File: src/shared/nvm_ctrl_pkg.sv
// Package for the program-memory control register front end.
// Assumes a single bus clock domain and AHB-Lite register access.
package nvm_ctrl_pkg;
    localparam logic [11:0] ADDR_CLOCK_DIVIDER = 12'h000;
    localparam logic [11:0] ADDR_PROTECTION = 12'h004;
    localparam logic [11:0] ADDR_STATUS = 12'h008;
    localparam logic [11:0] ADDR_COMMAND = 12'h00C;
    localparam logic [11:0] ADDR_IRQ_STATUS = 12'h010;
    localparam logic [11:0] ADDR_IRQ_MASK = 12'h014;
    localparam logic [11:0] ADDR_DEBUG_PROT = 12'h018;
    localparam logic [7:0] DIVIDER_RESET = 8'h00;
    localparam int LOADED_BIT = 7;
    localparam int PRESCALE_BIT = 6;
    localparam int CBEF_BIT = 7;
    localparam int CCF_BIT = 6;
    localparam int PROT_DIS_BIT = 0;
    localparam int ADDR_WIDTH = 14;
    localparam logic [2:0] PRESCALE_LAST = 3'h7;
    localparam logic [7:0] CMD_BURST_PROGRAM = 8'h25;
    localparam logic [7:0] STATUS_READ_MASK = 8'hF4;
    localparam logic [3:0] PULSES_PER_OP = 4'h4;
    localparam logic [1:0] IRQ_DONE = 2'h1;
    localparam logic [1:0] IRQ_REJECT = 2'h2;
    localparam logic [1:0] HTRANS_NONSEQ = 2'h2;
    typedef enum logic [2:0] {
        ST_IDLE = 3'b001,
        ST_RUN = 3'b010,
        ST_NEXT = 3'b100
    } seq_state_t;
endpackage : nvm_ctrl_pkg

File: src/core/nvm_ctrl.sv
// Register front end: clock divider, block protection, command status.
// Assumes AHB-Lite single-word transfers on i_clock, async low reset.
// Overview of operation
// - Divider bit seven read-only, low bits write-once
// - Loaded flag set by first divider write
// - No program or erase before divider loaded
// - Bit six selects divide-by-eight prescaler
// - Divide selected clock by divisor plus one
// - Operations take whole timing clock pulses
// - Protection loaded from nonvolatile byte on the first clock after reset release
// - Select field sets end of unprotected region
// - Reject program or erase in protected block
// - Bit zero disables protection entirely
// - Debug port may alter protection bits
// - Status bits 3,1,0 read zero, ignore writes
// - Writing one to empty flag launches command
// - Only burst program commands are buffered
// - Complete flag tracks idle empty controller
// - Writes to complete flag are ignored
//
// The AHB-Lite register port and the register addresses were decided locally.
`timescale 1ns/1ps
`default_nettype none
module nvm_ctrl (
    input wire logic i_clock,
    input wire logic i_rst_n,
    input wire logic i_hsel,
    input wire logic [31:0] i_haddr,
    input wire logic [1:0] i_htrans,
    input wire logic i_hwrite,
    input wire logic [2:0] i_hsize,
    input wire logic [31:0] i_hwdata,
    input wire logic i_hready,
    output logic o_hreadyout,
    output logic o_hresp,
    output logic [31:0] o_hrdata,
    input wire logic [7:0] i_nv_protection,
    input wire logic i_dbg_prot_we,
    input wire logic [7:0] i_dbg_prot_data,
    output logic o_timing_tick,
    output logic o_array_pulse,
    output logic [nvm_ctrl_pkg::ADDR_WIDTH-1:0] o_array_addr,
    output logic [7:0] o_array_cmd,
    output logic o_irq
);
    import nvm_ctrl_pkg::*;

    logic [7:0] clock_divider;
    logic [7:0] protection;
    logic prot_loaded;
    logic cbef;
    logic ccf;
    logic [7:0] cmd_reg;
    logic [ADDR_WIDTH-1:0] cmd_addr;
    logic buf_full;
    logic [7:0] buf_cmd;
    logic [ADDR_WIDTH-1:0] buf_addr;
    logic [1:0] irq_status;
    logic [1:0] irq_mask;
    logic [2:0] prescale_cnt;
    logic [5:0] div_cnt;
    logic [3:0] pulse_cnt;
    seq_state_t state;

    logic ph_valid;
    logic ph_write;
    logic [11:0] ph_addr;
    logic wr_div, wr_prot_dbg, wr_status, wr_cmd, wr_irqs, wr_mask;
    logic launch, accept_buf, blocked, in_protected, prescale_tick;
    logic [ADDR_WIDTH-1:0] req_addr;
    logic [7:0] req_cmd;
    logic blocked_reg;
    logic [ADDR_WIDTH-1:0] prot_bound;

    // Zero-wait slave, response always OKAY
    assign o_hreadyout = 1'b1;
    assign o_hresp = 1'b0;

    always_ff @(posedge i_clock or negedge i_rst_n) begin
        if (!i_rst_n) begin
            ph_valid <= 1'b0;
            ph_write <= 1'b0;
            ph_addr <= 12'h000;
        end else if (i_hready) begin
            ph_valid <= i_hsel && i_htrans == HTRANS_NONSEQ;
            ph_write <= i_hwrite;
            ph_addr <= i_haddr[11:0];
        end
    end

    assign wr_div = ph_valid && ph_write && ph_addr == ADDR_CLOCK_DIVIDER;
    assign wr_status = ph_valid && ph_write && ph_addr == ADDR_STATUS;
    assign wr_cmd = ph_valid && ph_write && ph_addr == ADDR_COMMAND;
    assign wr_irqs = ph_valid && ph_write && ph_addr == ADDR_IRQ_STATUS;
    assign wr_mask = ph_valid && ph_write && ph_addr == ADDR_IRQ_MASK;
    assign wr_prot_dbg = ph_valid && ph_write && ph_addr == ADDR_DEBUG_PROT;

    // Write-once divider; flag marks the first write
    always_ff @(posedge i_clock or negedge i_rst_n) begin
        if (!i_rst_n) begin
            clock_divider <= DIVIDER_RESET;
        end else if (wr_div && !clock_divider[LOADED_BIT]) begin
            clock_divider <= {1'b1, i_hwdata[6:0]};
        end
    end

    // Strap caught after release, never under reset
    always_ff @(posedge i_clock or negedge i_rst_n) begin
        if (!i_rst_n) begin
            protection <= 8'h00;
            prot_loaded <= 1'b0;
        end else if (!prot_loaded) begin
            protection <= i_nv_protection;
            prot_loaded <= 1'b1;
        end else if (i_dbg_prot_we) begin
            protection <= i_dbg_prot_data;
        end else if (wr_prot_dbg) begin
            protection <= i_hwdata[7:0];
        end
    end

    // Prescaler and divisor counter make the timing tick
    assign prescale_tick = !clock_divider[PRESCALE_BIT]
        || prescale_cnt == PRESCALE_LAST;
    always_ff @(posedge i_clock or negedge i_rst_n) begin
        if (!i_rst_n) begin
            prescale_cnt <= 3'h0;
            div_cnt <= 6'h00;
            o_timing_tick <= 1'b0;
        end else begin
            prescale_cnt <= prescale_cnt + 3'h1;
            o_timing_tick <= 1'b0;
            if (prescale_tick) begin
                if (div_cnt >= clock_divider[5:0]) begin
                    div_cnt <= 6'h00;
                    o_timing_tick <= 1'b1;
                end else begin
                    div_cnt <= div_cnt + 6'h01;
                end
            end
        end
    end

    // Boundary: unprotected space ends below select field address
    assign prot_bound = {protection[7:1], {(ADDR_WIDTH-7){1'b0}}};
    assign req_addr = i_hwdata[8 +: ADDR_WIDTH];
    assign req_cmd = i_hwdata[7:0];
    assign in_protected = !protection[PROT_DIS_BIT]
        && req_addr >= prot_bound;
    assign blocked = !clock_divider[LOADED_BIT] || in_protected;
    assign launch = wr_status && i_hwdata[CBEF_BIT] && cbef && !blocked_reg
        && (state != ST_RUN || cmd_reg == CMD_BURST_PROGRAM);
    assign accept_buf = launch && state == ST_RUN;

    // Command staging: address and command written to the command register
    always_ff @(posedge i_clock or negedge i_rst_n) begin
        if (!i_rst_n) begin
            cmd_reg <= 8'h00;
            cmd_addr <= '0;
            blocked_reg <= 1'b1;
        end else if (wr_cmd && cbef) begin
            cmd_reg <= req_cmd;
            cmd_addr <= req_addr;
            blocked_reg <= blocked;
        end
    end

    // Sequencer runs a whole number of timing pulses
    always_ff @(posedge i_clock or negedge i_rst_n) begin
        if (!i_rst_n) begin
            state <= ST_IDLE;
            pulse_cnt <= 4'h0;
            o_array_addr <= '0;
            o_array_cmd <= 8'h00;
            o_array_pulse <= 1'b0;
            buf_full <= 1'b0;
            buf_cmd <= 8'h00;
            buf_addr <= '0;
        end else begin
            o_array_pulse <= 1'b0;
            if (accept_buf) begin
                buf_full <= 1'b1;
                buf_cmd <= cmd_reg;
                buf_addr <= cmd_addr;
            end
            case (state)
                ST_IDLE: begin
                    if (launch) begin
                        state <= ST_RUN;
                        o_array_cmd <= cmd_reg;
                        o_array_addr <= cmd_addr;
                        pulse_cnt <= 4'h0;
                    end
                end
                ST_RUN: begin
                    if (o_timing_tick) begin
                        o_array_pulse <= 1'b1;
                        pulse_cnt <= pulse_cnt + 4'h1;
                        if (pulse_cnt == PULSES_PER_OP - 4'h1) begin
                            state <= ST_NEXT;
                        end
                    end
                end
                ST_NEXT: begin
                    if (buf_full) begin
                        state <= ST_RUN;
                        o_array_cmd <= buf_cmd;
                        o_array_addr <= buf_addr;
                        pulse_cnt <= 4'h0;
                        buf_full <= 1'b0;
                    end else if (launch) begin
                        state <= ST_RUN;
                        o_array_cmd <= cmd_reg;
                        o_array_addr <= cmd_addr;
                        pulse_cnt <= 4'h0;
                    end else begin
                        state <= ST_IDLE;
                    end
                end
                default: state <= ST_IDLE;
            endcase
        end
    end

    // Empty flag: cleared on launch, set when buffer frees
    always_ff @(posedge i_clock or negedge i_rst_n) begin
        if (!i_rst_n) begin
            cbef <= 1'b1;
        end else if (launch) begin
            cbef <= 1'b0;
        end else if (state == ST_NEXT && buf_full) begin
            cbef <= 1'b1;
        end else if (!buf_full) begin
            // Empty again once the array holds the command
            cbef <= 1'b1;
        end
    end

    // Complete flag derived by hardware only; writes ignored
    always_ff @(posedge i_clock or negedge i_rst_n) begin
        if (!i_rst_n) begin
            ccf <= 1'b1;
        end else if (launch) begin
            ccf <= 1'b0;
        end else if (state == ST_IDLE && cbef && !buf_full) begin
            ccf <= 1'b1;
        end
    end

    // Sticky events; set wins over write-one-to-clear
    logic done_evt, reject_evt;
    // A launch in the gap between operations is not completion
    assign done_evt = state == ST_NEXT && !buf_full && !launch;
    assign reject_evt = wr_status && i_hwdata[CBEF_BIT] && cbef
        && blocked_reg;
    always_ff @(posedge i_clock or negedge i_rst_n) begin
        if (!i_rst_n) begin
            irq_status <= 2'h0;
            irq_mask <= 2'h0;
        end else begin
            irq_status <= (irq_status & ~(wr_irqs ? i_hwdata[1:0] : 2'h0))
                | (done_evt ? IRQ_DONE : 2'h0)
                | (reject_evt ? IRQ_REJECT : 2'h0);
            if (wr_mask) begin
                irq_mask <= i_hwdata[1:0];
            end
        end
    end
    assign o_irq = |(irq_status & irq_mask);

    // Read data driven combinationally in data phase
    always_comb begin
        o_hrdata = 32'h0000_0000;
        if (ph_valid && !ph_write) begin
            case (ph_addr)
                ADDR_CLOCK_DIVIDER: o_hrdata = {24'h0, clock_divider};
                ADDR_PROTECTION: o_hrdata = {24'h0, protection};
                ADDR_STATUS: o_hrdata = {24'h0,
                    {cbef, ccf, 6'h00} & STATUS_READ_MASK};
                ADDR_COMMAND: o_hrdata = {10'h0, cmd_addr, cmd_reg};
                ADDR_IRQ_STATUS: o_hrdata = {30'h0, irq_status};
                ADDR_IRQ_MASK: o_hrdata = {30'h0, irq_mask};
                default: o_hrdata = 32'h0000_0000;
            endcase
        end
    end
endmodule : nvm_ctrl
`default_nettype wire

File: config.mk
export PLATFORM = sky130hd
export DESIGN_NAME = nvm_ctrl
export DESIGN_NICKNAME = d
export VERILOG_FILES = /design/src/shared/nvm_ctrl_pkg.sv /design/src/core/nvm_ctrl.sv
export SDC_FILE = /design/constraint.sdc
export NUM_CORES = 1
export LEC_CHECK = 0
export BUFFER_PORTS_ARGS = -buffer_cell sky130_fd_sc_hd__buf_4
export CORE_UTILIZATION = 45
export CTS_CLUSTER_DIAMETER = 80
export DETAILED_ROUTE_END_ITERATION = 7
export GPL_TIMING_DRIVEN = 0
export PLACE_DENSITY_LB_ADDON = 0.08
export SLEW_MARGIN = 40
export SYNTH_ARGS = -nofsm -noshare
export SYNTH_HDL_FRONTEND = slang
export SYNTH_SLANG_ARGS = --single-unit
File: constraint.sdc
create_clock -name i_clock -period 1.8 [get_ports i_clock]
set_input_delay 0.18 -clock i_clock [delete_from_list [all_inputs] [get_ports i_clock]]
set_output_delay 0.18 -clock i_clock [all_outputs]
set_load 0.01 [all_outputs]
==> metrics <==
Final Critical Period=2.46 ns; max_cap viols=0; reg2reg end=buf_addr[10]; endpoints failing setup=109; Clock Sinks=123; first-pass GRT wire length=25600 microns; RSZ-0062 raised after global routing=true; CTS max path bufs=2; Reg-to-Reg Start=ph_addr[5]; Initial Util=0.460; drt total wl=15600 microns; Vias/cell=5.20; antenna viol nets, final=0; Avg Inst Size Synth=11.6 sq um; Levels on crit path=9; FMAX=407 MHz; main flop type after synthesis=dfrtp_1; Area growth syn-to-layout=42.4%; Critical Path Start Type=register; sw frac=0.244; PnR worst setup slack=-0.659 ns; cts bufs inserted=17; Die H=118 microns; drc violations=0; max incr delay on CP=0.40 ns; DP Wirelength=10700 microns; H-tree Lvls=4; power per cell area=803 nW/um^2; CP top delay family=simple AND/OR/NAND/NOR gates; post-synthesis sequential area ratio=0.506; Final Hold Viols=0; CP Buf/Inv Count=4; initial antenna violation count=0; number of distinct library cells after synthesis=61; Post-synth EDFFs=0; Crit. End Element=output port; P_int=0.00526 W; crit-path cells=nor4_4 -> and4b_2 -> buf_6 -> nand2_4 -> nor4_4 -> buf_6 -> clkbuf_16 -> and2_4 -> buf_6; placed cells=817; Slew Viols, Final=0; Diodes inserted=0; I/O pin cnt=150; clk_lat worst skew=0.43 ns; Synth Cell Area=6090 sq um; fin nets=822; Clock Root Buffer=clkbuf_16; Hold Path Class=input pin to register; Max stage delay cell, worst path=dfrtp_1; # port buffers=102; Clock transition at path regs=0.06 ns; leakage=4.29 nW; Psw=0.00170 W; DRT Pass-1 Iters=4; dominant cell type by area after synthesis=dfrtp_1; filler cell count=1036; hold_sp=i_hwdata[11]; r2r setup slk=-0.44 ns; Seq. cell area=3080 sq um; post-DR wirelength/cell=17.3 microns; largest cells by area after synthesis=dfrtp_1 49%, mux2_2 8.7%, and2_1 4.4%; initial drt markers=226; largest registers=buf_addr (14), cmd_addr (14), o_array_addr (14); Post-synth ARST share=1.00; clock group share of total power=0.448; combinational share of power=0.120; maximum vdd drop=0.856 mV; multi-input gate area in the final layout=2960 sq um; via count of the first global-routing pass=4875; Reg2Reg Depth=8; post-synthesis cell count=526; actual slew at the worst max-slew pin=0.628 ns; Seq pwr share=0.432; Total GRT Usage=0.240; Critical Path Most Common Cell=buf_6; CTS tree=built; failing checks=setup timing; Synth warnings=0; vias=4681; Die X=118 microns; layout cells sized above 1=0.421; die area=14000 sq um; Synth top area share=0.489; status=finished, violations left; Critical Path Fanout Max=5; class of the most critical setup path=register to output port; required time of the critical path=1.62 ns; fin crit share=1.37; Setup crit end=o_hrdata[12]; relative slew slack=0.582; core area=13200 sq um; Seq cells post-synth=123; largest net degree at the start of global routing=51; Arr. time, crit path=2.28 ns; skew final=0.0191 ns; gp weighted congestion=0.813; total gr overflow=0; FP Rows=42; final non-filler cell total=901; CP startpoint=ph_addr[5]; final core utilization=0.654
-- power groups by stage --
stage          Clock, W  Sequential (W)  Combinational [W]
6_report        0.00312         0.00301           0.000833
3_5_place_dp          0         0.00305           0.000725
2_1_floorplan         0         0.00302           0.000448
5_1_grt         0.00329         0.00302           0.000934
3_3_place_gp          0         0.00304           0.000691
4_1_cts         0.00317         0.00301           0.000803
-- metrics by stage --
stage | hold WS, ns | setup WS [ns] | area [sq um] | power, W | setup TNS [ns]
3_5_place_dp | 0.0716 | -0.537 | 7250 | 0.00377 | -34.55
2_1_floorplan | -0.116 | -0.0715 | 6210 | 0.00347 | -2.45
4_1_cts | 0.000612 | -0.791 | 8580 | 0.00698 | -35.24
5_1_grt | 0.0208 | -0.748 | 8670 | 0.00725 | -48.39
6_report | 0.0222 | -0.659 | 8670 | 0.00696 | -38.56
3_3_place_gp | 0.413 | -0.524 | 7190 | 0.00373 | -33.70
-- routing by layer --
metal  part of all wire  track usage  routed length [microns]  vias to the layer above
met5                  0            0                        0                        -
met4              0.013       0.0873                      209                        0
met3              0.041       0.0531                      644                       19
met2               0.50        0.400                     7850                      120
met1               0.44        0.305                     6880                     2296
li1                   -            -                        -                     2246
-- worst min-delay path by stage --
stage	to	slack (ns)	depth (start not counted)
floorplan	buf_addr[0]	-0.12	0
global placement	prescale_cnt[0]	0.41	1
detailed placement	o_array_addr[2]	0.07	1
CTS	protection[3]	0.0006	3
global route	protection[2]	0.02	3
finish	cmd_addr[3]	0.02	2
-- cell usage in the layout (no fill, tap or decap), types with 5 or more instances in the layout --
cell type | netlist | routed
a21oi_1 | 12 | 12
a221o_1 | 22 | 22
and2_1 | 43 | 28
and2_4 | 0 | 15
buf_4 | 14 | 114
buf_6 | 3 | 29
clkbuf_1 | 14 | 12
clkbuf_16 | 0 | 18
clkinv_2 | 0 | 7
conb_1 | 2 | 13
dfrtp_1 | 119 | 118
dlygate4sd3_1 | 0 | 30
ha_1 | 17 | 17
inv_1 | 23 | 23
mux2_2 | 47 | 45
mux2_4 | 11 | 13
mux2i_1 | 11 | 11
nand2_1 | 28 | 24
nand2b_1 | 11 | 11
nand3_1 | 8 | 6
nor2_1 | 20 | 15
nor2_2 | 0 | 5
nor3_1 | 7 | 5
o211ai_1 | 6 | 6
o21ai_0 | 29 | 23
o21ai_1 | 1 | 5
-- final cells by class --
type | count | share of cell area
buffer | 39 | 0.0372
clock buffer | 21 | 0.0531
clock inverter | 9 | 0.00852
inverter | 23 | 0.00996
multi-input combinational | 350 | 0.341
sequential | 123 | 0.356
tap | 176 | 0.0254
timing repair buffer | 160 | 0.169
-- cells by family (layout without fill, tap and decap cells) --
family / after synthesis / count (layout) / share of synthesized area
simple gates: 147 / 147 / 0.139
flops: 123 / 123 / 0.506
compound gates: 101 / 101 / 0.123
mux: 71 / 71 / 0.140
buf+inv: 64 / 252 / 0.0539
fa+ha+maj: 17 / 17 / 0.0349
other cells: 2 / 13 / 0.00123
xor+xnor: 1 / 1 / 0.00144
-- synthesized netlist by cell type, drive strengths merged (2+ instances only) --
cell type,instances
mux2,58
nand2,29
mux4,2
nor3,8
o21ai,31
a221o,22
and3,7
a21o,4
dfstp,4
a22oi,4
a21oi,12
nor2b,3
nand3,9
nor4b,4
a22o,4
and2,43
clkbuf,15
o211ai,6
a211o,2
mux2i,11
a32oi,2
nor2,20
nand2b,11
ha,17
buf,26
conb,2
dfrtp,119
nor4,5
inv,23
a31oi,4
-- timing repair --
item / 4_1_cts / 5_1_grt
buffers inserted: 15 / 5
pin swaps: 15 / 19
endpoints found under the hold margin: 149 / 0
hold buffers: 30 / 0
cloned: 6 / 0
setup endpoints to repair: 114 / 117
resized for setup: 76 / 19
Note: power is estimated with default switching activity, not from simulation.
